## config.mk

```make
export PLATFORM = sky130hd
export DESIGN_NAME = arpt_timer
export DESIGN_NICKNAME = d
export VERILOG_FILES = /design/src/include/arpt_pkg.sv /design/src/design/arpt_timer.sv
export SDC_FILE = /design/constraint.sdc
export NUM_CORES = 1
export LEC_CHECK = 0
export BUFFER_PORTS_ARGS = -buffer_cell sky130_fd_sc_hd__buf_2
export CORE_MARGIN = 10
export CORE_UTILIZATION = 64
export DETAILED_ROUTE_END_ITERATION = 8
export PLACE_DENSITY = 0.83
export SYNTH_ARGS = -nofsm -noshare
export SYNTH_HDL_FRONTEND = slang
export SYNTH_SLANG_ARGS = --single-unit
```

## constraint.sdc

```tcl
create_clock -name ref_clk -period 3.7 [get_ports ref_clk]
set_input_delay 0.185 -clock ref_clk [delete_from_list [all_inputs] [get_ports ref_clk]]
set_output_delay 0.185 -clock ref_clk [all_outputs]
set_load 0.005 [all_outputs]
```

## src/include/arpt_pkg.sv

```systemverilog
// package of register offsets, field positions and reset values for the auto-reload pwm timer
package arpt_pkg;
	// register offsets (byte addresses within the timer window)
	localparam logic [3:0] ADDR_CTRL_STATUS = 4'h0;
	localparam logic [3:0] ADDR_COUNTER = 4'h1;
	localparam logic [3:0] ADDR_RELOAD = 4'h2;
	localparam logic [3:0] ADDR_PWM_CTRL = 4'h3;
	localparam logic [3:0] ADDR_DUTY0 = 4'h4;
	localparam logic [3:0] ADDR_DUTY1 = 4'h5;
	localparam logic [3:0] ADDR_DUTY2 = 4'h6;
	localparam logic [3:0] ADDR_DUTY3 = 4'h7;
	localparam logic [3:0] ADDR_CAP_CTRL = 4'h8;
	localparam logic [3:0] ADDR_CAP1 = 4'h9;
	localparam logic [3:0] ADDR_CAP2 = 4'hA;
	// control/status field positions
	localparam int CSR_EXT_CLK = 7;
	localparam int CSR_DIV_HI = 6;
	localparam int CSR_DIV_LO = 4;
	localparam int CSR_RUN = 3;
	localparam int CSR_FORCE = 2;
	localparam int CSR_OVF_IE = 1;
	localparam int CSR_OVF = 0;
	// pwm control field positions
	localparam int PWM_OE_LO = 4;
	localparam int PWM_POL_LO = 0;
	// capture control field positions
	localparam int CAP_EDGE_LO = 4;
	localparam int CAP_IE_LO = 2;
	localparam int CAP_FLAG_LO = 0;
	// reset value shared by the counter, reload, duty, capture and read data registers
	localparam logic [7:0] REG_RESET = 8'h00;
	localparam logic [6:0] PRESC_RESET = 7'h00;
	// synchroniser fill count: edges after reset before pin history is real
	localparam logic [1:0] SYNC_FILL = 2'h3;
endpackage : arpt_pkg

```

## src/design/arpt_timer.sv

```systemverilog
// auto-reload pwm timer: prescaler, 8-bit counter, four pwm channels, two capture channels
`timescale 1ns/1ps
module arpt_timer
	import arpt_pkg::*;
#(
	parameter int NUM_PWM = 4,
	parameter int NUM_CAP = 2
)
(
	input wire logic ref_clk,
	input wire logic rst_n,
	input wire logic [3:0] reg_addr,
	input wire logic [7:0] reg_wdata,
	input wire logic reg_wr,
	input wire logic reg_rd,
	output logic [7:0] reg_rdata,
	input wire logic halt_mode,
	input wire logic external_input_clock,
	input wire logic [NUM_CAP-1:0] capture_input_pin,
	output logic [NUM_PWM-1:0] pwm_output_pin,
	output logic [NUM_PWM-1:0] pwm_output_oe,
	output logic overflow_irq,
	output logic [NUM_CAP-1:0] capture_irq,
	output logic wakeup
);

	// software-visible state
	logic external_clock_select_r;
	logic [2:0] clock_divide_select_r;
	logic counter_run_enable_r;
	logic overflow_irq_enable_r;
	logic overflow_flag_r;
	logic [7:0] auto_reload_value_r;
	logic [NUM_PWM-1:0] channel_output_enable_r;
	logic [NUM_PWM-1:0] channel_polarity_r;
	logic [7:0] duty_cycle_value_r [NUM_PWM];
	logic [NUM_CAP-1:0] capture_edge_select_r;
	logic [NUM_CAP-1:0] capture_irq_enable_r;
	logic [NUM_CAP-1:0] capture_flag_r;
	logic [7:0] capture_value_r [NUM_CAP];

	// timer core state
	logic [6:0] presc_r;
	logic [7:0] count_r;
	logic [7:0] compare_value_r [NUM_PWM];
	logic [NUM_PWM-1:0] pwm_level_r;

	// input synchronisers and edge history
	logic ext_meta_r;
	logic ext_sync_r;
	logic ext_prev_r;
	logic [NUM_CAP-1:0] cap_meta_r;
	logic [NUM_CAP-1:0] cap_sync_r;
	logic [NUM_CAP-1:0] cap_prev_r;
	logic [1:0] sync_fill_r;
	logic sync_ready;

	logic wr_csr;
	logic wr_cnt;
	logic rd_csr;
	logic force_reload;
	logic regs_frozen;
	logic src_pulse;
	logic presc_en;
	logic tick;
	logic overflow;
	logic [NUM_CAP-1:0] cap_edge;
	logic [NUM_CAP-1:0] cap_rd;

	always_ff @(posedge ref_clk or negedge rst_n)
	begin
		if (!rst_n)
		begin
			ext_meta_r <= 1'b0;
			ext_sync_r <= 1'b0;
			ext_prev_r <= 1'b0;
			cap_meta_r <= '0;
			cap_sync_r <= '0;
			cap_prev_r <= '0;
			sync_fill_r <= 2'h0;
		end
		else
		begin
			ext_meta_r <= external_input_clock;
			ext_sync_r <= ext_meta_r;
			ext_prev_r <= ext_sync_r;
			cap_meta_r <= capture_input_pin;
			cap_sync_r <= cap_meta_r;
			cap_prev_r <= cap_sync_r;
			if (sync_fill_r != SYNC_FILL)
				sync_fill_r <= sync_fill_r + 2'h1;
		end
	end

	// reset history may differ from a pin's idle level, so edges wait until the chain holds real levels
	assign sync_ready = (sync_fill_r == SYNC_FILL);

	// halt with external clock freezes the control registers
	assign regs_frozen = halt_mode && external_clock_select_r;
	assign wr_csr = reg_wr && !regs_frozen && (reg_addr == ADDR_CTRL_STATUS);
	assign wr_cnt = reg_wr && !regs_frozen && (reg_addr == ADDR_COUNTER);
	assign rd_csr = reg_rd && (reg_addr == ADDR_CTRL_STATUS);
	// force reload acts only as a written one
	assign force_reload = wr_csr && reg_wdata[CSR_FORCE];

	// input clock source, external edge is one event
	assign src_pulse = external_clock_select_r ? (sync_ready && ext_sync_r && !ext_prev_r) : 1'b1;
	// run enable gates the prescaler; cpu source stops in halt
	assign presc_en = counter_run_enable_r && src_pulse && (external_clock_select_r || !halt_mode);

	// tick when all bits below the selected tap are ones
	function automatic logic tap_hit(input logic [6:0] p, input logic [2:0] sel);
		logic [6:0] mask;
		mask = 7'(8'h01 << sel) - 7'h01;
		return (p & mask) == mask;
	endfunction : tap_hit

	assign tick = presc_en && tap_hit(presc_r, clock_divide_select_r);
	assign overflow = tick && (count_r == 8'hFF);

	// 7-bit prescaler, cleared by reload or counter write
	always_ff @(posedge ref_clk or negedge rst_n)
	begin
		if (!rst_n)
			presc_r <= PRESC_RESET;
		else if (force_reload || wr_cnt)
			presc_r <= PRESC_RESET;
		else if (presc_en)
			presc_r <= tick ? PRESC_RESET : presc_r + 7'h01;
	end

	// counter, write on the fly, reload on overflow
	always_ff @(posedge ref_clk or negedge rst_n)
	begin
		if (!rst_n)
			count_r <= REG_RESET;
		else if (wr_cnt)
			count_r <= reg_wdata;
		else if (force_reload)
			count_r <= auto_reload_value_r;
		else if (overflow)
			count_r <= auto_reload_value_r;
		else if (tick)
			count_r <= count_r + 8'h01;
	end

	// control register, reset selects the cpu clock
	always_ff @(posedge ref_clk or negedge rst_n)
	begin
		if (!rst_n)
		begin
			external_clock_select_r <= 1'b0;
			clock_divide_select_r <= 3'h0;
			counter_run_enable_r <= 1'b0;
			overflow_irq_enable_r <= 1'b0;
		end
		else if (wr_csr)
		begin
			external_clock_select_r <= reg_wdata[CSR_EXT_CLK];
			clock_divide_select_r <= reg_wdata[CSR_DIV_HI:CSR_DIV_LO];
			counter_run_enable_r <= reg_wdata[CSR_RUN];
			overflow_irq_enable_r <= reg_wdata[CSR_OVF_IE];
		end
	end

	// sticky overflow flag, set wins over the read clear
	always_ff @(posedge ref_clk or negedge rst_n)
	begin
		if (!rst_n)
			overflow_flag_r <= 1'b0;
		else if (overflow)
			overflow_flag_r <= 1'b1;
		else if (rd_csr)
			overflow_flag_r <= 1'b0;
	end

	// software-written configuration registers
	always_ff @(posedge ref_clk or negedge rst_n)
	begin
		if (!rst_n)
		begin
			auto_reload_value_r <= REG_RESET;
			channel_output_enable_r <= '0;
			channel_polarity_r <= '0;
			capture_edge_select_r <= '0;
			capture_irq_enable_r <= '0;
			for (int i = 0; i < NUM_PWM; i++)
				duty_cycle_value_r[i] <= REG_RESET;
		end
		else if (reg_wr && !regs_frozen)
		begin
			unique case (reg_addr)
				ADDR_RELOAD: auto_reload_value_r <= reg_wdata;
				ADDR_PWM_CTRL:
				begin
					channel_output_enable_r <= reg_wdata[PWM_OE_LO +: NUM_PWM];
					channel_polarity_r <= reg_wdata[PWM_POL_LO +: NUM_PWM];
				end
				ADDR_DUTY0: duty_cycle_value_r[0] <= reg_wdata;
				ADDR_DUTY1: duty_cycle_value_r[1] <= reg_wdata;
				ADDR_DUTY2: duty_cycle_value_r[2] <= reg_wdata;
				ADDR_DUTY3: duty_cycle_value_r[3] <= reg_wdata;
				ADDR_CAP_CTRL:
				begin
					capture_edge_select_r <= reg_wdata[CAP_EDGE_LO +: NUM_CAP];
					capture_irq_enable_r <= reg_wdata[CAP_IE_LO +: NUM_CAP];
				end
				default: ;
			endcase
		end
	end

	// compare values double-buffered, copied at overflow
	always_ff @(posedge ref_clk or negedge rst_n)
	begin
		if (!rst_n)
		begin
			for (int i = 0; i < NUM_PWM; i++)
				compare_value_r[i] <= REG_RESET;
		end
		else if (overflow)
		begin
			for (int i = 0; i < NUM_PWM; i++)
				compare_value_r[i] <= duty_cycle_value_r[i];
		end
	end

	// pwm raw level: set at overflow, cleared at compare match
	// period runs reload..FF so 256 minus reload ticks
	always_ff @(posedge ref_clk or negedge rst_n)
	begin
		if (!rst_n)
			pwm_level_r <= '0;
		else if (!halt_mode)
		begin
			for (int i = 0; i < NUM_PWM; i++)
			begin
				if (overflow)
					pwm_level_r[i] <= 1'b1;
				// match restores; never reached if compare < reload
				else if (tick && (count_r == compare_value_r[i]))
					pwm_level_r[i] <= 1'b0;
			end
		end
	end

	// polarity inverts at once; drive only enabled pins
	always_comb
	begin
		pwm_output_pin = (pwm_level_r ^ channel_polarity_r) & channel_output_enable_r;
		pwm_output_oe = channel_output_enable_r;
	end

	// capture read strobes per channel
	assign cap_rd[0] = reg_rd && (reg_addr == ADDR_CAP1);
	assign cap_rd[1] = reg_rd && (reg_addr == ADDR_CAP2);

	always_comb
	begin
		for (int i = 0; i < NUM_CAP; i++)
			cap_edge[i] = sync_ready && (capture_edge_select_r[i] ? (cap_sync_r[i] && !cap_prev_r[i])
				: (!cap_sync_r[i] && cap_prev_r[i]));
	end

	// capture on edge; blocked while flag set, read clears
	always_ff @(posedge ref_clk or negedge rst_n)
	begin
		if (!rst_n)
		begin
			capture_flag_r <= '0;
			for (int i = 0; i < NUM_CAP; i++)
				capture_value_r[i] <= REG_RESET;
		end
		else
		begin
			for (int i = 0; i < NUM_CAP; i++)
			begin
				// a new edge in the read cycle wins and keeps the flag
				if (cap_edge[i] && (!capture_flag_r[i] || cap_rd[i]))
				begin
					capture_value_r[i] <= count_r;
					capture_flag_r[i] <= 1'b1;
				end
				else if (cap_rd[i])
					capture_flag_r[i] <= 1'b0;
			end
		end
	end

	assign overflow_irq = overflow_flag_r && overflow_irq_enable_r;
	assign capture_irq = capture_flag_r & capture_irq_enable_r;

	// wake from halt on enabled overflow or capture edge
	assign wakeup = halt_mode && ((overflow && overflow_irq_enable_r) || |(cap_edge & capture_irq_enable_r));

	// read data, one cycle after the strobe
	always_ff @(posedge ref_clk or negedge rst_n)
	begin
		if (!rst_n)
			reg_rdata <= REG_RESET;
		else if (reg_rd)
		begin
			unique case (reg_addr)
				ADDR_CTRL_STATUS: reg_rdata <= {external_clock_select_r, clock_divide_select_r,
					counter_run_enable_r, 1'b0, overflow_irq_enable_r, overflow_flag_r};
				ADDR_COUNTER: reg_rdata <= count_r;
				ADDR_RELOAD: reg_rdata <= auto_reload_value_r;
				ADDR_PWM_CTRL: reg_rdata <= {channel_output_enable_r, channel_polarity_r};
				ADDR_DUTY0: reg_rdata <= duty_cycle_value_r[0];
				ADDR_DUTY1: reg_rdata <= duty_cycle_value_r[1];
				ADDR_DUTY2: reg_rdata <= duty_cycle_value_r[2];
				ADDR_DUTY3: reg_rdata <= duty_cycle_value_r[3];
				ADDR_CAP_CTRL: reg_rdata <= {2'b00, capture_edge_select_r, capture_irq_enable_r, capture_flag_r};
				ADDR_CAP1: reg_rdata <= capture_value_r[0];
				ADDR_CAP2: reg_rdata <= capture_value_r[1];
				default: reg_rdata <= REG_RESET;
			endcase
		end
	end

endmodule : arpt_timer

```

==> qor.yml <==
rrSetupSlack_ps: 1140
slew_viol_final: 0
clkTransAtPathRegs_ps: 60
grt_pass1_vias: 5787
fp.dieH_um: 125
grt_pass1_wl_um: 33200
syn_to_final_growth_pct: 13.7
first_pass_iters: 5
postSynthCellCount: 668
synth-main-ff-cell: "dfrtp_1"
portBuffers: 39
numCtsBuffers: 17
layout_commonest_cell: "dfrtp_1"
wire_per_inst_um: 24.0
synth_seq_cells: 147
hold_viol_final: 0
p_leak_uw: 0.00367
synth-warning-count: 0
gp_congestion: 0.995
viasPerCell: 6.47
period_needed_ps: 3060
dieWidth_um: 125
hold_class: "in2reg"
fin_crit_sh_pct: 82.8
skew_ps: 8.35
cts_sinks: 147
syn_area_sq_um: 7120
grt_max_degree: 100
clk_latency_ps: 540
powerDensity_nw_per_um2: 618
cts_resized: 0
finalNetCount: 736
antenna_found_initial: 0
worst_pin_slew_ps: 914
synth_edf_count: 0
grt_remaining_overflow: 0
end_kind: "output pin"
num_io_pins: 40
root_buffer: "clkbuf_8"
grt_setup_unrepaired: "no"
post-route-util_pct: 74.3
crit_arrival_ps: 2880
drive_above_1_share_pct: 23.2
outcome: "complete, no violations"
worst-path-max-fanout: 11
row_count: 38
drv_cap: 0
yosys.cell_types.count: 53
drtAntennaViolNets: 0
fmax_mhz: 326
n_fill_cell: 776
synth_top_area_share_pct: 51.7
max-vdd-ir-drop_uv: 525
cts_tree: "done"
crit_type: "reg2out"
synth_top_area_cell: "dfrtp_1"
drt_iter0_drc: 607
setup_tns_ps: 0
grtUsageTotal_pct: 26.8
wl_um: 20700
mostFrequentLayoutCells: "dfrtp_1 (147), nand2_1 (138), mux2_2 (80)"
setup_viol: 0
required_ps: 3510
slew-limit-headroom_pct: 39.1
startpoint_type: "flip-flop"
drc_errors: 0
syn_area_per_cell_sq_um: 10.7
core_region_area_sq_um: 10900
async_reset_ff_share_pct: 100
dp_hpwl_um: 14300
clock_path_buffers: 2
initial_core_util_pct: 65.4
h-tree-depth: 4
synth_nets: 691
synth_area_leaders: "dfrtp_1 (52%), mux2_2 (13%), nand2_1 (7.3%), xnor2_1 (4.4%), mux2i_1 (1.7%)"
seq_area_frac_synth_pct: 51.7
vias: 5594
antenna_cells: 0
die-area_sq_um: 15700
==> kinds of logic (layout without fill, tap and decap cells) <==
| group | count (synthesis) | in the layout | share of synthesized area (%) |
|---|---|---|---|
| buf+inv | 43 | 100 | 2.39 |
| fa+ha+maj | 3 | 3 | 0.527 |
| flops | 147 | 147 | 51.7 |
| simple gates | 236 | 236 | 14.8 |
| mux | 93 | 93 | 14.7 |
| compound gates | 99 | 99 | 10.2 |
| xor+xnor | 47 | 47 | 5.78 |
==> stage by stage <==
stage          cells  power, uW  worst slack, ps  area (sq um)  hold WS [ps]
2_1_floorplan    668       2900             1700          7120          -111
3_3_place_gp     828       3320             1250          7470           296
3_5_place_dp     828       3360             1220          7470           294
4_1_cts          865       4980              717          8090          3.81
5_1_grt          865       5210              553          8090          23.4
6_report         865       5000              637          8090          25.6
==> layer usage <==
| layer | wire length, um | vias up | global-route usage (%) |
|---|---|---|---|
| met2 | 9790 | 263 | 42.0 |
| met4 | 849 | 0 | 13.0 |
| met1 | 8490 | 2807 | 34.1 |
| met5 | 0 | - | 0 |
| met3 | 1590 | 58 | 6.63 |
| li1 | - | 2466 | - |
==> registers in the layout, summed over array words and instances (netlist names), 3 cells and up <==
signal	flops
capture_value_r	16
pwm_level_r	4
duty_cycle_value_r	32
presc_r	7
channel_polarity_r	4
clock_divide_select_r	3
compare_value_r	32
auto_reload_value_r	8
reg_rdata	8
pwm_output_oe	4
count_r	8
==> power by group <==
part	internal, uW	switching (uW)	leakage (uW)
registers	1900	396	0.00188
clock network	972	651	0.000278
logic	531	549	0.00151
total	3400	1600	0.00367
==> worst paths after layout <==
path | end | cells after the start | from
min in group asynchronous | pwm_level_r[2] | 2 | rst_n
max | wakeup | 8 | count_r[1]
min | reg_rdata[5] | 2 | reg_rd
max in group asynchronous | duty_cycle_value_r[31] | 3 | rst_n
max reg2reg | count_r[1] | 7 | count_r[1]
min reg2reg | ext_sync_r | 0 | ext_meta_r
==> worst max-delay path, stage by stage (launching register included) <==
cell and delay [ps]:
dfrtp_1 680, ha_1 320, nand2_1 70, nor2_1 230, nand3_1 190, nor3_2 270
nand2_1 120, a21boi_0 280, buf_2 180
==> cell type report <==
type	instances	area (sq um)	share of cell area, %
Timing Repair Buffer	58	359	4.44
Multi-Input combinational cell	478	3270	40.5
Sequential cell	147	3680	45.5
Tap cell	140	175	2.17
Clock buffer	22	483	5.97
Inverter	11	41.3	0.510
Clock inverter	9	78.8	0.974
==> cell usage after synthesis (5+ instances only) <==
cell,instances
and2_1,8
clkbuf_1,20
o21ai_0,7
a21oi_1,15
o21ai_1,7
buf_1,5
xor2_1,11
nand2b_1,7
o22ai_1,11
buf_2,7
mux2i_1,12
a22oi_1,14
xnor2_1,36
nor2_1,26
a32oi_1,5
nand2_1,138
nor3_1,6
mux2_2,80
dfrtp_1,147
inv_1,11
nand3_1,14
nand4_1,15
nor2b_1,9
==> what timing repair did <==
action | 4_1_cts | 5_1_grt
endpoints found under the setup margin | 0 | 0
hold endpoints to repair | 105 | 0
hold buffers | 6 | 0
buffers inserted | 0 | 0
Note: power is estimated with default switching activity, not from simulation.
